==> config.mk <==
export PLATFORM = sky130hd
export DESIGN_NAME = char_lcd_i2c_host_port
export DESIGN_NICKNAME = d
export VERILOG_FILES = /design/src/rtl/char_lcd_pkg.sv /design/src/rtl/char_lcd_i2c_host_port.sv
export SDC_FILE = /design/constraint.sdc
export NUM_CORES = 1
export LEC_CHECK = 0
export ABC_AREA = 1
export BUFFER_PORTS_ARGS = -buffer_cell sky130_fd_sc_hd__buf_2
export CAP_MARGIN = 30
export CORE_UTILIZATION = 50
export DETAILED_ROUTE_END_ITERATION = 8
export PLACE_DENSITY = 0.81
export RECOVER_POWER = 100
export SYNTH_ARGS = -nofsm -noshare
export SYNTH_HDL_FRONTEND = slang
export SYNTH_SLANG_ARGS = --single-unit
==> constraint.sdc <==
create_clock -name clk -period 5.1 [get_ports clk]
set_input_delay 0.765 -clock clk [delete_from_list [all_inputs] [get_ports clk]]
set_output_delay 0.765 -clock clk [all_outputs]
set_load 0.02 [all_outputs]
==> src/rtl/char_lcd_pkg.sv <==
// Constants, types and the register map of the character LCD I2C host port
package char_lcd_pkg;

   // Clock and serial bit timing
   localparam int CLK_PERIOD_NS  = 40;
   localparam int SCL_PERIOD_NS  = 10000;
   localparam int QTR_CYCLES     = (SCL_PERIOD_NS + 4 * CLK_PERIOD_NS - 1) / (4 * CLK_PERIOD_NS);
   localparam int QTR_W          = 8;
   localparam logic [QTR_W-1:0] QTR_LAST = QTR_W'(QTR_CYCLES - 1);

   // Fixed wait after each instruction, since the busy state cannot be read back
   localparam int CMD_WAIT_US     = 2000;
   localparam int CMD_WAIT_CYCLES = (CMD_WAIT_US * 1000 + CLK_PERIOD_NS - 1) / CLK_PERIOD_NS;

   // Register offsets (byte addresses)
   localparam logic [7:0] REG_CTRL   = 8'h00;
   localparam logic [7:0] REG_WORD   = 8'h04;
   localparam logic [7:0] REG_STATUS = 8'h08;
   localparam logic [7:0] REG_SLAVE  = 8'h0C;

   // Field positions
   localparam int CTRL_GO_BIT     = 0;
   localparam int CTRL_SUPPLY_BIT = 1;
   localparam int CTRL_SEND_BIT   = 2;
   localparam int CTRL_LCDRST_BIT = 3;
   localparam int WORD_RS_BIT     = 8;
   localparam int STAT_BUSY_BIT   = 0;
   localparam int STAT_NACK_BIT   = 1;
   localparam int STAT_DONE_BIT   = 2;

   // Values after reset
   localparam logic       SUPPLY_RST    = 1'b0;
   localparam logic       LCDRST_RST    = 1'b0;
   localparam logic [1:0] SLAVE_SEL_RST = 2'h0;
   localparam logic [8:0] WORD_RST      = 9'h000;

   // Bus framing
   localparam logic [6:0] SLAVE_BASE     = 7'h3C;
   localparam logic       RW_WRITE       = 1'b0;
   localparam logic [7:0] CTRL_BYTE_CMD  = 8'h00;
   localparam logic [7:0] CTRL_BYTE_DATA = 8'h40;
   localparam logic [1:0] BYTE_LAST      = 2'h2;

   // Power-up command sequence
   localparam logic [7:0] CMD_FUNC_A      = 8'h38;
   localparam logic [7:0] CMD_FUNC_B      = 8'h39;
   localparam logic [7:0] CMD_OSC         = 8'h14;
   localparam logic [7:0] CMD_CONTRAST_3V = 8'h74;
   localparam logic [7:0] CMD_POWER_3V    = 8'h54;
   localparam logic [7:0] CMD_FOLLOW_3V   = 8'h6F;
   localparam logic [7:0] CMD_CONTRAST_5V = 8'h79;
   localparam logic [7:0] CMD_POWER_5V    = 8'h50;
   localparam logic [7:0] CMD_FOLLOW_5V   = 8'h6C;
   localparam logic [7:0] CMD_DISPLAY_ON  = 8'h0C;
   localparam logic [7:0] CMD_CLEAR       = 8'h01;
   localparam logic [2:0] INIT_LAST_STEP  = 3'h7;

   typedef enum logic [2:0] {
      ST_IDLE  = 3'b000,
      ST_START = 3'b001,
      ST_BIT   = 3'b010,
      ST_ACK   = 3'b011,
      ST_STOP  = 3'b100,
      ST_GAP   = 3'b101
   } state_t;

   // One command word: register select plus its byte
   typedef struct packed {
      logic       register_select;
      logic [7:0] data;
   } lcd_word_t;

endpackage

==> src/rtl/char_lcd_i2c_host_port.sv <==
// I2C master that initialises and writes a character LCD controller
`timescale 1ns/1ps
`default_nettype none

module char_lcd_i2c_host_port #(
   parameter int CMD_WAIT = char_lcd_pkg::CMD_WAIT_CYCLES,
   parameter int QTR      = char_lcd_pkg::QTR_CYCLES,
   parameter int WAIT_W   = $clog2(CMD_WAIT + 1)
) (
   input  wire logic        clk,
   input  wire logic        nrst,
   input  wire logic [7:0]  addr,
   input  wire logic [31:0] wdata,
   input  wire logic        wr,
   input  wire logic        rd,
   output logic      [31:0] rdata,
   input  wire logic        sda_in,
   output logic             sda_out,
   output logic             sda_oe,
   output logic             scl_out,
   output logic             scl_oe,
   output logic             lcd_rst_n
);

   localparam logic [WAIT_W-1:0] WAIT_LAST = WAIT_W'(CMD_WAIT - 1);
   // Quarter length must fit the quarter counter; the default gives a 10 us clock
   localparam int                QW        = char_lcd_pkg::QTR_W;
   localparam logic [QW-1:0]     QTR_END   = QW'(QTR - 1);

   char_lcd_pkg::state_t              state_r;
   logic [1:0]                        ph_r;
   logic [2:0]                        bit_r;
   logic [1:0]                        byte_r;
   logic [2:0]                        step_r;
   logic                              init_r;
   logic                              ack_ok_r;
   logic [char_lcd_pkg::QTR_W-1:0]    qcnt_r;
   logic [WAIT_W-1:0]                 wait_cnt_r;
   logic                              supply_r;
   logic                              hold_rst_r;
   logic [1:0]                        slave_sel_r;
   char_lcd_pkg::lcd_word_t           word_r;
   logic                              nack_r;
   logic                              done_r;
   logic                              sda_s1_r;
   logic                              sda_s2_r;
   logic                              scl_low_nxt;
   logic                              sda_low_nxt;
   logic                              tick;
   logic                              go;
   logic                              send;
   logic                              ack_sample;
   logic                              init_end;
   char_lcd_pkg::lcd_word_t           cur_word;
   logic [7:0]                        cur_byte;
   logic [31:0]                       rd_mux;

   // Power-up command for a given step, chosen by supply
   function automatic logic [7:0] init_cmd(input logic [2:0] step, input logic five_volt);
      logic [7:0] c;
      c = char_lcd_pkg::CMD_CLEAR;
      case (step)
         3'h0:    c = char_lcd_pkg::CMD_FUNC_A;
         3'h1:    c = char_lcd_pkg::CMD_FUNC_B;
         3'h2:    c = char_lcd_pkg::CMD_OSC;
         3'h3:    c = five_volt ? char_lcd_pkg::CMD_CONTRAST_5V : char_lcd_pkg::CMD_CONTRAST_3V;
         3'h4:    c = five_volt ? char_lcd_pkg::CMD_POWER_5V : char_lcd_pkg::CMD_POWER_3V;
         3'h5:    c = five_volt ? char_lcd_pkg::CMD_FOLLOW_5V : char_lcd_pkg::CMD_FOLLOW_3V;
         3'h6:    c = char_lcd_pkg::CMD_DISPLAY_ON;
         default: c = char_lcd_pkg::CMD_CLEAR;
      endcase
      return c;
   endfunction

   // Orders are taken only on an idle engine; others are dropped
   assign go   = wr && (addr == char_lcd_pkg::REG_CTRL) && wdata[char_lcd_pkg::CTRL_GO_BIT]
                 && (state_r == char_lcd_pkg::ST_IDLE);
   assign send = wr && (addr == char_lcd_pkg::REG_CTRL) && wdata[char_lcd_pkg::CTRL_SEND_BIT]
                 && (state_r == char_lcd_pkg::ST_IDLE) && !go;
   assign tick       = (qcnt_r == QTR_END);
   assign ack_sample = (state_r == char_lcd_pkg::ST_ACK) && (ph_r == 2'h2) && tick;
   assign init_end   = (state_r == char_lcd_pkg::ST_GAP) && (wait_cnt_r == WAIT_LAST) && init_r
                       && (!ack_ok_r || step_r == char_lcd_pkg::INIT_LAST_STEP);

   // Word in flight: power-up table while initialising, else the software word
   always_comb
   begin
      cur_word.register_select = init_r ? 1'b0 : word_r.register_select;
      cur_word.data            = init_r ? init_cmd(step_r, supply_r) : word_r.data;
   end

   // Byte order: address with write bit, control byte, then the data byte
   always_comb
   begin
      case (byte_r)
         2'h0:    cur_byte = {char_lcd_pkg::SLAVE_BASE[6:2], slave_sel_r,
                              char_lcd_pkg::RW_WRITE};
         2'h1:    cur_byte = cur_word.register_select ? char_lcd_pkg::CTRL_BYTE_DATA
                                                      : char_lcd_pkg::CTRL_BYTE_CMD;
         default: cur_byte = cur_word.data;
      endcase
   end

   // Line levels per state and quarter; high means pull the line low
   always_comb
   begin
      scl_low_nxt = 1'b0;
      sda_low_nxt = 1'b0;
      case (state_r)
         char_lcd_pkg::ST_START:
         begin
            scl_low_nxt = ph_r[1];
            sda_low_nxt = (ph_r != 2'h0);
         end
         char_lcd_pkg::ST_BIT:
         begin
            scl_low_nxt = (ph_r == 2'h0) || (ph_r == 2'h3);
            sda_low_nxt = !cur_byte[bit_r];
         end
         char_lcd_pkg::ST_ACK:
         begin
            scl_low_nxt = (ph_r == 2'h0) || (ph_r == 2'h3);
            sda_low_nxt = 1'b0;
         end
         char_lcd_pkg::ST_STOP:
         begin
            scl_low_nxt = (ph_r == 2'h0);
            sda_low_nxt = !ph_r[1];
         end
         default:
         begin
            scl_low_nxt = 1'b0;
            sda_low_nxt = 1'b0;
         end
      endcase
   end

   // Pin drivers; both pins are open drain so the driven level is always low
   always_ff @(posedge clk or negedge nrst)
   begin
      if (!nrst)
      begin
         scl_oe    <= 1'b0;
         sda_oe    <= 1'b0;
         scl_out   <= 1'b0;
         sda_out   <= 1'b0;
         lcd_rst_n <= 1'b0;
      end
      else
      begin
         scl_oe    <= scl_low_nxt;
         sda_oe    <= sda_low_nxt;
         scl_out   <= 1'b0;
         sda_out   <= 1'b0;
         lcd_rst_n <= !hold_rst_r;
      end
   end

   // Data line synchroniser; only the second stage is read
   always_ff @(posedge clk or negedge nrst)
   begin
      if (!nrst)
      begin
         sda_s1_r <= 1'b1;
         sda_s2_r <= 1'b1;
      end
      else
      begin
         sda_s1_r <= sda_in;
         sda_s2_r <= sda_s1_r;
      end
   end

   // Quarter-bit timer, free only while a frame is on the bus
   always_ff @(posedge clk or negedge nrst)
   begin
      if (!nrst)
         qcnt_r <= '0;
      else if (state_r == char_lcd_pkg::ST_IDLE || state_r == char_lcd_pkg::ST_GAP || tick)
         qcnt_r <= '0;
      else
         qcnt_r <= qcnt_r + 1'b1;
   end

   // Settling time after each frame; no clock stretching so a fixed wait
   always_ff @(posedge clk or negedge nrst)
   begin
      if (!nrst)
         wait_cnt_r <= '0;
      else if (state_r == char_lcd_pkg::ST_GAP)
         wait_cnt_r <= wait_cnt_r + 1'b1;
      else
         wait_cnt_r <= '0;
   end

   // Frame sequencer
   always_ff @(posedge clk or negedge nrst)
   begin
      if (!nrst)
      begin
         state_r  <= char_lcd_pkg::ST_IDLE;
         ph_r     <= 2'h0;
         bit_r    <= 3'h7;
         byte_r   <= 2'h0;
         step_r   <= 3'h0;
         init_r   <= 1'b0;
         ack_ok_r <= 1'b1;
      end
      else
      begin
         case (state_r)
            char_lcd_pkg::ST_IDLE:
            begin
               ph_r     <= 2'h0;
               ack_ok_r <= 1'b1;
               if (go || send)
               begin
                  state_r <= char_lcd_pkg::ST_START;
                  init_r  <= go;
                  step_r  <= 3'h0;
               end
            end
            char_lcd_pkg::ST_START:
            begin
               if (tick)
               begin
                  ph_r <= ph_r + 1'b1;
                  if (ph_r == 2'h3)
                  begin
                     state_r <= char_lcd_pkg::ST_BIT;
                     byte_r  <= 2'h0;
                     bit_r   <= 3'h7;
                  end
               end
            end
            char_lcd_pkg::ST_BIT:
            begin
               if (tick)
               begin
                  ph_r <= ph_r + 1'b1;
                  if (ph_r == 2'h3)
                  begin
                     if (bit_r == 3'h0)
                        state_r <= char_lcd_pkg::ST_ACK;
                     else
                        bit_r <= bit_r - 1'b1;
                  end
               end
            end
            char_lcd_pkg::ST_ACK:
            begin
               if (ack_sample)
                  ack_ok_r <= !sda_s2_r;
               if (tick)
               begin
                  ph_r <= ph_r + 1'b1;
                  if (ph_r == 2'h3)
                  begin
                     // A missing acknowledge ends the frame at once
                     if (!ack_ok_r || byte_r == char_lcd_pkg::BYTE_LAST)
                        state_r <= char_lcd_pkg::ST_STOP;
                     else
                     begin
                        state_r <= char_lcd_pkg::ST_BIT;
                        byte_r  <= byte_r + 1'b1;
                        bit_r   <= 3'h7;
                     end
                  end
               end
            end
            char_lcd_pkg::ST_STOP:
            begin
               if (tick)
               begin
                  ph_r <= ph_r + 1'b1;
                  if (ph_r == 2'h3)
                     state_r <= char_lcd_pkg::ST_GAP;
               end
            end
            char_lcd_pkg::ST_GAP:
            begin
               ph_r <= 2'h0;
               if (wait_cnt_r == WAIT_LAST)
               begin
                  // Each power-up command goes in a frame of its own
                  if (init_r && ack_ok_r && step_r != char_lcd_pkg::INIT_LAST_STEP)
                  begin
                     step_r  <= step_r + 1'b1;
                     state_r <= char_lcd_pkg::ST_START;
                  end
                  else
                  begin
                     state_r <= char_lcd_pkg::ST_IDLE;
                     init_r  <= 1'b0;
                  end
               end
            end
            default:
               state_r <= char_lcd_pkg::ST_IDLE;
         endcase
      end
   end

   // Software settings
   always_ff @(posedge clk or negedge nrst)
   begin
      if (!nrst)
      begin
         supply_r    <= char_lcd_pkg::SUPPLY_RST;
         hold_rst_r  <= char_lcd_pkg::LCDRST_RST;
         slave_sel_r <= char_lcd_pkg::SLAVE_SEL_RST;
         word_r      <= char_lcd_pkg::WORD_RST;
      end
      else if (wr)
      begin
         // Supply and word are frozen while a frame uses them
         if (addr == char_lcd_pkg::REG_CTRL)
         begin
            hold_rst_r <= wdata[char_lcd_pkg::CTRL_LCDRST_BIT];
            if (state_r == char_lcd_pkg::ST_IDLE)
               supply_r <= wdata[char_lcd_pkg::CTRL_SUPPLY_BIT];
         end
         if (addr == char_lcd_pkg::REG_WORD && state_r == char_lcd_pkg::ST_IDLE)
            word_r <= wdata[char_lcd_pkg::WORD_RS_BIT:0];
         if (addr == char_lcd_pkg::REG_SLAVE && state_r == char_lcd_pkg::ST_IDLE)
            slave_sel_r <= wdata[1:0];
      end
   end

   // Sticky flags; a new event beats a clear in the same cycle
   always_ff @(posedge clk or negedge nrst)
   begin
      if (!nrst)
      begin
         nack_r <= 1'b0;
         done_r <= 1'b0;
      end
      else
      begin
         if (ack_sample && sda_s2_r)
            nack_r <= 1'b1;
         else if (wr && addr == char_lcd_pkg::REG_STATUS && wdata[char_lcd_pkg::STAT_NACK_BIT])
            nack_r <= 1'b0;
         if (init_end)
            done_r <= ack_ok_r;
         else if (go)
            done_r <= 1'b0;
      end
   end

   // Read mux; unmapped offsets read as zero
   always_comb
   begin
      rd_mux = 32'h0000_0000;
      case (addr)
         char_lcd_pkg::REG_CTRL:
         begin
            rd_mux[char_lcd_pkg::CTRL_SUPPLY_BIT] = supply_r;
            rd_mux[char_lcd_pkg::CTRL_LCDRST_BIT] = hold_rst_r;
         end
         char_lcd_pkg::REG_WORD:   rd_mux[8:0] = word_r;
         char_lcd_pkg::REG_STATUS:
         begin
            rd_mux[char_lcd_pkg::STAT_BUSY_BIT] = (state_r != char_lcd_pkg::ST_IDLE);
            rd_mux[char_lcd_pkg::STAT_NACK_BIT] = nack_r;
            rd_mux[char_lcd_pkg::STAT_DONE_BIT] = done_r;
            rd_mux[6:4]                         = step_r;
         end
         char_lcd_pkg::REG_SLAVE:  rd_mux[1:0] = slave_sel_r;
         default:                  rd_mux = 32'h0000_0000;
      endcase
   end

   // Read data stand only in the cycle after the strobe
   always_ff @(posedge clk or negedge nrst)
   begin
      if (!nrst)
         rdata <= 32'h0000_0000;
      else
         rdata <= rd ? rd_mux : 32'h0000_0000;
   end
endmodule // char_lcd_i2c_host_port

`default_nettype wire

==> results of run 1 <==
==> sequential cells by signal (all words and copies together), names as in the netlist, 2 cells and up <==
name / count
wait_cnt_r: 16
rdata: 9
word_r: 9
qcnt_r: 8
bit_r: 3
state_r: 3
step_r: 3
byte_r: 2
ph_r: 2
slave_sel_r: 2
==> layer usage <==
metal / global-route usage [%] / vias up
li1: - / 1646
met1: 25.8 / 1557
met3: 3.43 / 24
met2: 36.5 / 89
met5: 0 / -
met4: 9.26 / 0
==> kinds of logic (layout without fill, tap and decap cells) <==
logic type                 count (synthesis)  in the layout  share of synthesized area, %
and+or+nand+nor                          236            236                          27.2
buffers and inverters                     97            118                          11.7
AOI/OAI and AO/OA                         72             72                          10.4
DFF                                       68             68                          42.6
adders and majority gates                 17             17                          5.30
muxes                                      6              6                          2.06
xor gates and xnor gates                   3              3                         0.655
other                                      1             25                        0.0934
==> power groups by stage <==
stage / registers [uW] / logic (uW) / clock network [uW]
floorplan: 614 / 237 / 0
global placement: 611 / 297 / 0
detailed placement: 612 / 306 / 0
CTS: 601 / 310 / 577
global route: 605 / 328 / 596
finish: 601 / 289 / 568
==> area by class of cell <==
cell class / count / share of cell area [%]
Clock buffer: 11 / 3.48
Tap cell: 102 / 2.93
Inverter: 68 / 5.92
Clock inverter: 5 / 2.44
Timing Repair Buffer: 34 / 3.62
Multi-Input combinational cell: 359 / 42.3
Sequential cell: 68 / 39.3
==> cells in the mapped netlist, drive strengths merged, types with 2 or more instances <==
library cell / count
o21a: 3
inv: 67
nand4: 5
ha: 17
mux2: 6
xnor2: 2
dfstp: 6
nor3b: 4
or2: 3
dfrtp: 62
nand3: 37
a21oi: 23
nor2: 62
a31oi: 2
buf: 28
nand2: 114
o31ai: 4
o21ai: 32
o221ai: 2
a22oi: 2
nor3: 9
==> how the worst max path moves through the flow <==
| stage | to | slack [ns] | cells past startpoint |
|---|---|---|---|
| detailed placement | state_r[1]$_DFFE_PN0P_ | 2.86 | 12 |
| global route | step_r[0]$_DFFE_PN0P_ | 2.23 | 10 |
| floorplan | state_r[1]$_DFFE_PN0P_ | 3.12 | 11 |
| global placement | state_r[1]$_DFFE_PN0P_ | 2.89 | 12 |
| CTS | qcnt_r[7]$_DFF_PN0_ | 2.98 | 6 |
| finish | step_r[0]$_DFFE_PN0P_ | 2.41 | 10 |
==> metrics by stage <==
step	utilization, %	power, uW	worst slack [ns]	std cells
3_3_place_gp	54.2	908	2.89	631
4_1_cts	57.6	1490	2.98	647
2_1_floorplan	-	852	3.12	524
5_1_grt	56.3	1530	2.23	647
3_5_place_dp	54.2	918	2.86	631
6_report	56.3	1460	2.41	647
==> worst max-delay path: cells and delay by family <==
family,cells,cell delay [ns]
compound gates,2,0.45
buf+inv,2,0.20
simple gates,6,1.49
==> results.md, run 1 <==
- Status: finished clean
- Critical Path RT: 5.33 ns
- Hold Slack: 0.362 ns
- Number of warnings issued by yosys: 0
- Min-delay src: sda_s1_r$_DFF_PN1_
- Psw: 449 uW
- Pre-antenna DRT Iters: 4
- CTS H-tree depth: 3
- Die width: 91.6 um
- Seq pwr share: 41.2%
- Cell leakage power: 0.00206 uW
- Skew-Pair Late Insertion Delay: 0.35 ns
- Synthesized area: 0.00401 sq mm
- Fin crit period: 2.69 ns
- Critical path launch point type: input pin
- Internal power: 1010 uW
- Top cells by area, synth: dfrtp_1, nand2_1, inv_1
- Hold WC Path Type: register to register
- CTS max path bufs: 2
- Area after DPL: 0.00419 sq mm
- ANT nets after route: 0
- Area growth, synth to finish: 8.39%
- Sw frac: 30.8%
- Top cell type by total area after synthesis: dfrtp_1
- #FFs+latches synth: 68
- Antenna violations before repair: 0
- Routability cong.: 0.907
- FILL cells: 712
- CTS tree: yes
- Final instance area: 0.00435 sq mm
- Critical path cell sequence: buf_2 -> or2_2 -> nor2_1 -> inv_1 -> nor2_1 -> nand2_4 -> o21ai_0 -> nand3_1 -> nand2_1 -> o21ai_0
- Critical path origin: addr[1]
- Normalized max-slew margin: 32.2%
- Arrival @ worst endpoint: 2.91 ns
- Period utilization: 52.7%
- Most frequent cells in the layout: nand2_1, inv_1, dfrtp_1
- Comb power frac: 19.8%
- Largest net degree at the start of global routing: 69
- Share of cells above drive strength 1: 10.6%
- Met3 wire len: 386 um
- Async S/R FF share, synth: 100%
- Crit path kind: input pin to register
- Fin. Hold Viols: 0
- Setup TNS: 0 ns
- Most common cell after layout, fill and taps aside: nand2_1
- Worst IR Drop VDD: 0.233 mV
- Top Metal Used: met4
- EDFF count, synth: 0
- Average size of a mapped cell: 8.03 sq um
- Layout Skew: 0.00751 ns
- Cts hold-fix bufs: 0
- Worst Hold End: sda_s2_r$_DFF_PN1_
- Multi-input gate area: 0.00184 sq mm
- # DRC: 0
- Clock network fraction of total power: 38.9%
- Max Slew Vio Count: 0
- Vias post-DR: 3316
- DP Wirelength: 6.00 mm
- WL final: 8.17 mm
- CTS root buf: clkbuf_8
- N_diodes: 0
- Post-Synthesis Cells: 500
- Io pins: 82
- Sequential element share of the synthesized area: 42.6%
- Crit end category: register
- Total CTS buffers: 9
- WL/cell: 12.6 um
- CP max stage delay: 0.42 ns
- Post CTS Setup Buffer Count: 0
- GRT overflow: 0
- Hold Path Depth: 0
- CP max FO: 6
- Vias per cell: 5.13
- CTS resizes: 0
- Max-cap viol count: 0
- Post-synth cell types: 46
- RSZ-0062 raised after global routing: no
- Vias in the first global route: 3213
- Final Net Count: 602
- Routed length on met2: 3.89 mm
- Initial Utilization: 51.9%
- First DRT Iteration DRCs: 149
- IO buf count: 33
- Most common flop cell mapped by yosys: dfrtp_1
- Final setup violation count: 0
- Die Y: 91.6 um
- Worst R2R Start: state_r[2]$_DFFE_PN0P_
- R2R depth: 6
- CP max stage cell: nor2_1
- Die area: 0.00839 sq mm
- Wl on met1: 3.67 mm
- GRT Total Usage: 21.1%
- Synth top area share: 38.7%
- Clk sinks: 68
- Reg2Reg Setup Slack: 2.61 ns
- Worst-Margin Slew: 1.01 ns
- F_max: 372 MHz
- Reg clk slew, reported paths: 0.07 ns
- FF+latch area: 0.00171 sq mm
- Power Density: 335 mW/mm^2
- First-pass GRT wire length: 14.1 mm
- CORE AREA: 0.00773 sq mm
- R2R Path End: qcnt_r[7]$_DFF_PN0_
- Rows: 32
No activity file was read; power rests on OpenSTA's default activity.
==> run 2, diff against run 1 <==
- ABC_AREA: 1 -> 0
- clock period: 5.1 -> 2.57 ns (I/O delays scaled with it)
==> results.md, run 2 <==
- Vias per cell: 5.62
- Fin crit period: 2.20 ns
- RSZ-0062 raised after global routing: no
- R2R Path End: step_r[0]$_DFFE_PN0P_
- Initial Utilization: 51.3%
- Pre-antenna DRT Iters: 6
- Most common cell after layout, fill and taps aside: dfrtp_1
- CP max FO: 20
- CTS H-tree depth: 3
- Post CTS Setup Buffer Count: 0
- F_max: 454 MHz
- Largest net degree at the start of global routing: 28
- Most common flop cell mapped by yosys: dfrtp_1
- Sequential element share of the synthesized area: 43.4%
- Synth top area share: 39.4%
- Routability cong.: 0.899
- Final Net Count: 511
- Main combinational cell family by area after synthesis: simple AND/OR/NAND/NOR gates
- Status: finished clean
- Synthesized area: 0.00394 sq mm
- CTS resizes: 0
- Vias post-DR: 3122
- WL final: 8.04 mm
- WL/cell: 14.5 um
- Pre-CTS setup slack: 0.576 ns
- Post-Synth Simple-Gate Area: 21.7%
- GRT overflow: 0
- N_diodes: 0
- Average size of a mapped cell: 9.57 sq um
- Critical path launch point type: register
- Skew-Pair Late Insertion Delay: 0.35 ns
- Vias in the first global route: 2918
- Power Density: 497 mW/mm^2
- Total CTS buffers: 9
- First-pass GRT wire length: 13.9 mm
- Worst-Margin Slew: 1.16 ns
- R2R depth: 6
- Top Registers: wait_cnt_r x16, rdata x9, word_r x9
- Clk sinks: 68
- Final setup violation count: 0
- Reg2Reg Setup Slack: 0.37 ns
- Worst Hold End: sda_s1_r$_DFF_PN1_
- Top cell type by total area after synthesis: dfrtp_1
- Setup TNS: 0 ns
- Max reg flops: 16
- Area growth, synth to finish: 8.98%
- Cell leakage power: 0.00189 uW
- IO buf count: 33
- Top cells by area, synth: dfrtp_1, ha_1, buf_4
- Die width: 90.8 um
- Adder-cell area share of the yosys netlist: 5.40%
- #FFs+latches synth: 68
- Max Slew Vio Count: 0
- # DRC: 0
- DP Wirelength: 5.84 mm
- GRT Total Usage: 21.1%
- Mux share of post-synthesis cell area: 4.79%
- Worst setup margin: 0.365 ns
- Largest Register: wait_cnt_r
- Period utilization: 85.8%
- Share of cells above drive strength 1: 14.5%
- XOR/XNOR share of the synthesized area: 4.22%
- Worst R2R Start: state_r[1]$_DFFE_PN0P_
- Top-count cell post-synth: dfrtp_1
- Worst IR Drop VDD: 0.247 mV
- CTS max path bufs: 2
- Rows: 32
- Async S/R FF share, synth: 100%
- Normalized max-slew margin: 22.5%
- CTS tree: yes
- Fin. Hold Viols: 0
- CORE AREA: 0.00769 sq mm
- ANT nets after route: 0
- Arrival @ worst endpoint: 2.48 ns
- Critical Path RT: 2.84 ns
- Max-cap viol count: 0
- Min-delay src: sda_in
- Antenna violations before repair: 0
- Number of warnings issued by yosys: 0
- Synth Area in Compound Gates: 12.0%
- CTS root buf: clkbuf_8
- Die Y: 90.8 um
- Layout Skew: 0.0113 ns
- Io pins: 82
- EDFF count, synth: 0
- Hold WC Path Type: input pin to register
- Post-Synthesis Cells: 412
- Die area: 0.00824 sq mm
- First DRT Iteration DRCs: 215
- Hold Path Depth: 1
- Crit path kind: register to register
- Crit end category: register
- Reg clk slew, reported paths: 0.08 ns
- Most frequent cells in the layout: dfrtp_1, nor2_1, nand2_1
- Cts hold-fix bufs: 1
- Synth cell count leaders: dfrtp_1, nor2_1, buf_4, nand2_1, inv_1
- Post-synth cell types: 63
-- run 2: cell count changes after synthesis, sizes merged, moves of 9 or more --
cell   delta
nor2     -17
xor2     +11
o21ai     -9
nand2    -88
inv      -44
and3     +11
nand3    -18
-- run 2: per-stage QoR --
step           instances  utilization, %  power, uW  instance area, sq um  hold WS [ns]
5_1_grt              556            55.9       2220                  4300         0.105
6_report             556            55.9       2140                  4300         0.132
3_3_place_gp         539            53.6       1190                  4120         0.347
3_5_place_dp         539            53.6       1190                  4120         0.349
2_1_floorplan        436               -       1170                  4030        0.0899
4_1_cts              556            56.6       2170                  4350         0.112
-- run 2: layout make-up --
type	count	area, sq um
Inverter	23	86.3
Fill cell	672	3390
Clock buffer	10	128
Clock inverter	6	87.6
Timing Repair Buffer	40	194
Multi-Input combinational cell	307	1960
Tap cell	102	128
Sequential cell	68	1710
-- run 2: how the worst max path moves through the flow --
stage / depth (start not counted) / from / end
global route: 6 / state_r[1]$_DFFE_PN0P_ / step_r[1]$_DFFE_PN0P_
CTS: 4 / state_r[2]$_DFFE_PN0P_ / slave_sel_r[0]$_DFFE_PN0P_
floorplan: 8 / bit_r[0]$_DFFE_PN1P_ / bit_r[2]$_DFFE_PN1P_
detailed placement: 4 / state_r[2]$_DFFE_PN0P_ / slave_sel_r[1]$_DFFE_PN0P_
global placement: 4 / state_r[2]$_DFFE_PN0P_ / slave_sel_r[0]$_DFFE_PN0P_
finish: 6 / state_r[1]$_DFFE_PN0P_ / step_r[0]$_DFFE_PN0P_
-- run 2: report_power, final --
part	switching (uW)	internal (uW)
Sequential	1.96	1070
Combinational	72.3	20.6
Clock	418	548
-- run 2: worst max-delay path, stage by stage (launching register included) --
cell and delay [ns]:
dfrtp_1 0.41, clkbuf_1 0.35, and3b_1 0.46, or3b_1 0.42
o31a_1 0.16, nand3b_4 0.17, o21ai_0 0.17
-- run 2: logic make-up after synthesis --
logic type,count (synthesis)
adders and majority gates,17
muxes,16
buffers and inverters,61
DFF,68
and+or+nand+nor,155
other,1
AOI/OAI and AO/OA,75
xor gates and xnor gates,19
-- run 2: layer usage --
| metal | GRT usage (%) | share of wire (%) | vias up |
|---|---|---|---|
| li1 | - | - | 1471 |
| met1 | 27.6 | 43 | 1496 |
| met2 | 33.9 | 48 | 141 |
| met3 | 6.65 | 7.1 | 14 |
| met4 | 5.69 | 1.3 | 0 |
| met5 | 0 | 0 | - |
==> run 3, diff against run 2 <==
- clock period: 2.57 -> 2.85 ns (I/O delays scaled with it)
==> results.md, run 3 (synthesis results as in run 2) <==
- Status: finished with violations
- Failing checks: max-capacitance violations, max-slew violations
- Skew-Pair Late Insertion Delay: 0.35 ns
- Critical Path RT: 3.13 ns
- Vias post-DR: 3122
- GRT Total Usage: 21.0%
- Comb power frac: 4.3%
- Vias per cell: 5.68
- IO buf count: 33
- Arrival @ worst endpoint: 2.54 ns
- Clock network fraction of total power: 45.8%
- RSZ-0062 raised after global routing: no
- Fin. Hold Viols: 0
- Final setup violation count: 0
- Max-cap viol count: 1
- Share of cells above drive strength 1: 14.1%
- Die Y: 90.8 um
- DP Wirelength: 5.80 mm
- Fin crit period: 2.26 ns
- Final Net Count: 505
- Die area: 0.00824 sq mm
- # DRC: 0
- Total CTS buffers: 9
- Cell leakage power: 0.00187 uW
- Top Registers: wait_cnt_r x16, rdata x9, word_r x9
- Antenna violations before repair: 0
- Hold WC Path Type: input pin to register
- Cts hold-fix bufs: 0
- Rows: 32
- F_max: 442 MHz
- Post CTS Setup Buffer Count: 0
- Hold Path Depth: 1
- ANT nets after route: 0
- Io pins: 82
- WL final: 8.20 mm
- Worst Hold End: sda_s1_r$_DFF_PN1_
- Area growth, synth to finish: 8.31%
- Setup TNS: 0 ns
- R2R depth: 7
- Clk sinks: 68
- Reg clk slew, reported paths: 0.07 ns
- GRT overflow: 0
- CTS tree: yes
- Worst-Margin Slew: 1.81 ns
- Critical path cell sequence: inv_1 -> ha_1 -> nor3b_1 -> and3_1 -> nor4b_2 -> and2b_1 -> a31oi_1
- Die width: 90.8 um
- First DRT Iteration DRCs: 209
- CP max stage delay: 0.45 ns
- Routability cong.: 0.939
- CORE AREA: 0.00769 sq mm
- Power Density: 456 mW/mm^2
- Min-delay src: sda_in
- Max reg flops: 16
- Psw: 442 uW
- Internal power: 1500 uW
- First-pass GRT wire length: 13.9 mm
- Worst R2R Start: qcnt_r[0]$_DFF_PN0_
- CTS H-tree depth: 3
- CTS max path bufs: 2
- Most common cell after layout, fill and taps aside: dfrtp_1
- CTS root buf: clkbuf_8
- Layout Skew: 0.00975 ns
- CP max FO: 7
- R2R Path End: bit_r[2]$_DFFE_PN1P_
- Pre-antenna DRT Iters: 5
- Initial Utilization: 51.3%
- Most frequent cells in the layout: dfrtp_1, nor2_1, nand2_1
- CTS resizes: 0
- Core Util, Final: 55.6%
- Period utilization: 79.3%
- CP max stage cell: dfrtp_1
- Vias in the first global route: 2880
- Crit end category: register
- Seq pwr share: 49.9%
- Max Slew Vio Count: 31
- Crit path kind: register to register
- Critical path launch point type: register
- N_diodes: 0
- Reg2Reg Setup Slack: 0.59 ns
- Largest net degree at the start of global routing: 39
- Largest Register: wait_cnt_r
- Worst IR Drop VDD: 0.260 mV
- Normalized max-slew margin: -20.4%
- Sw frac: 22.7%
- WL/cell: 14.9 um
-- run 3: cell type report --
cell class / count / area (sq um)
Clock buffer: 10 / 138
Clock inverter: 6 / 86.3
Fill cell: 693 / 3420
Inverter: 23 / 86.3
Multi-Input combinational cell: 307 / 1960
Sequential cell: 68 / 1710
Tap cell: 102 / 128
Timing Repair Buffer: 34 / 168
-- run 3: per-stage QoR --
stage / std cells / hold WS (ns) / area [sq um] / power [uW] / setup WS (ns)
2_1_floorplan: 436 / 0.132 / 4030 / 1060 / 1.01
3_3_place_gp: 534 / 0.348 / 4100 / 1070 / 0.821
3_5_place_dp: 534 / 0.347 / 4100 / 1080 / 0.719
4_1_cts: 550 / 0.163 / 4320 / 1960 / 0.711
5_1_grt: 550 / 0.170 / 4270 / 2010 / 0.362
6_report: 550 / 0.183 / 4270 / 1950 / 0.589
-- run 3: how the worst max path moves through the flow --
stage | startpoint | endpoint
3_3_place_gp | state_r[0]$_DFFE_PN0P_ | state_r[1]$_DFFE_PN0P_
4_1_cts | state_r[1]$_DFFE_PN0P_ | qcnt_r[0]$_DFF_PN0_
5_1_grt | qcnt_r[0]$_DFF_PN0_ | bit_r[0]$_DFFE_PN1P_
6_report | qcnt_r[0]$_DFF_PN0_ | bit_r[2]$_DFFE_PN1P_
3_5_place_dp | state_r[1]$_DFFE_PN0P_ | qcnt_r[0]$_DFF_PN0_
2_1_floorplan | bit_r[0]$_DFFE_PN1P_ | bit_r[2]$_DFFE_PN1P_
-- run 3: power groups by stage --
stage          Clock [uW]  Combinational [uW]  Sequential [uW]
6_report              892                82.9              971
5_1_grt               948                93.4              971
4_1_cts               906                86.9              971
3_5_place_dp            0                86.8              989
3_3_place_gp            0                85.3              989
2_1_floorplan           0                67.9              990
-- run 3: per-layer routing --
metal  global-route usage (%)  routed length (um)  vias up
met5                        0                   0        -
met4                     7.28                 178        0
met3                     5.30                 476       21
met2                     33.7                3910      129
met1                     27.6                3640     1507
li1                         -                   -     1465
-- run 3: critical path: cells and delay by family (launching register included) --
family	cells	cell delay [ns]
DFF	1	0.45
buffers and inverters	1	0.09
and+or+nand+nor	4	1.43
AOI/OAI and AO/OA	1	0.08
adders and majority gates	1	0.14
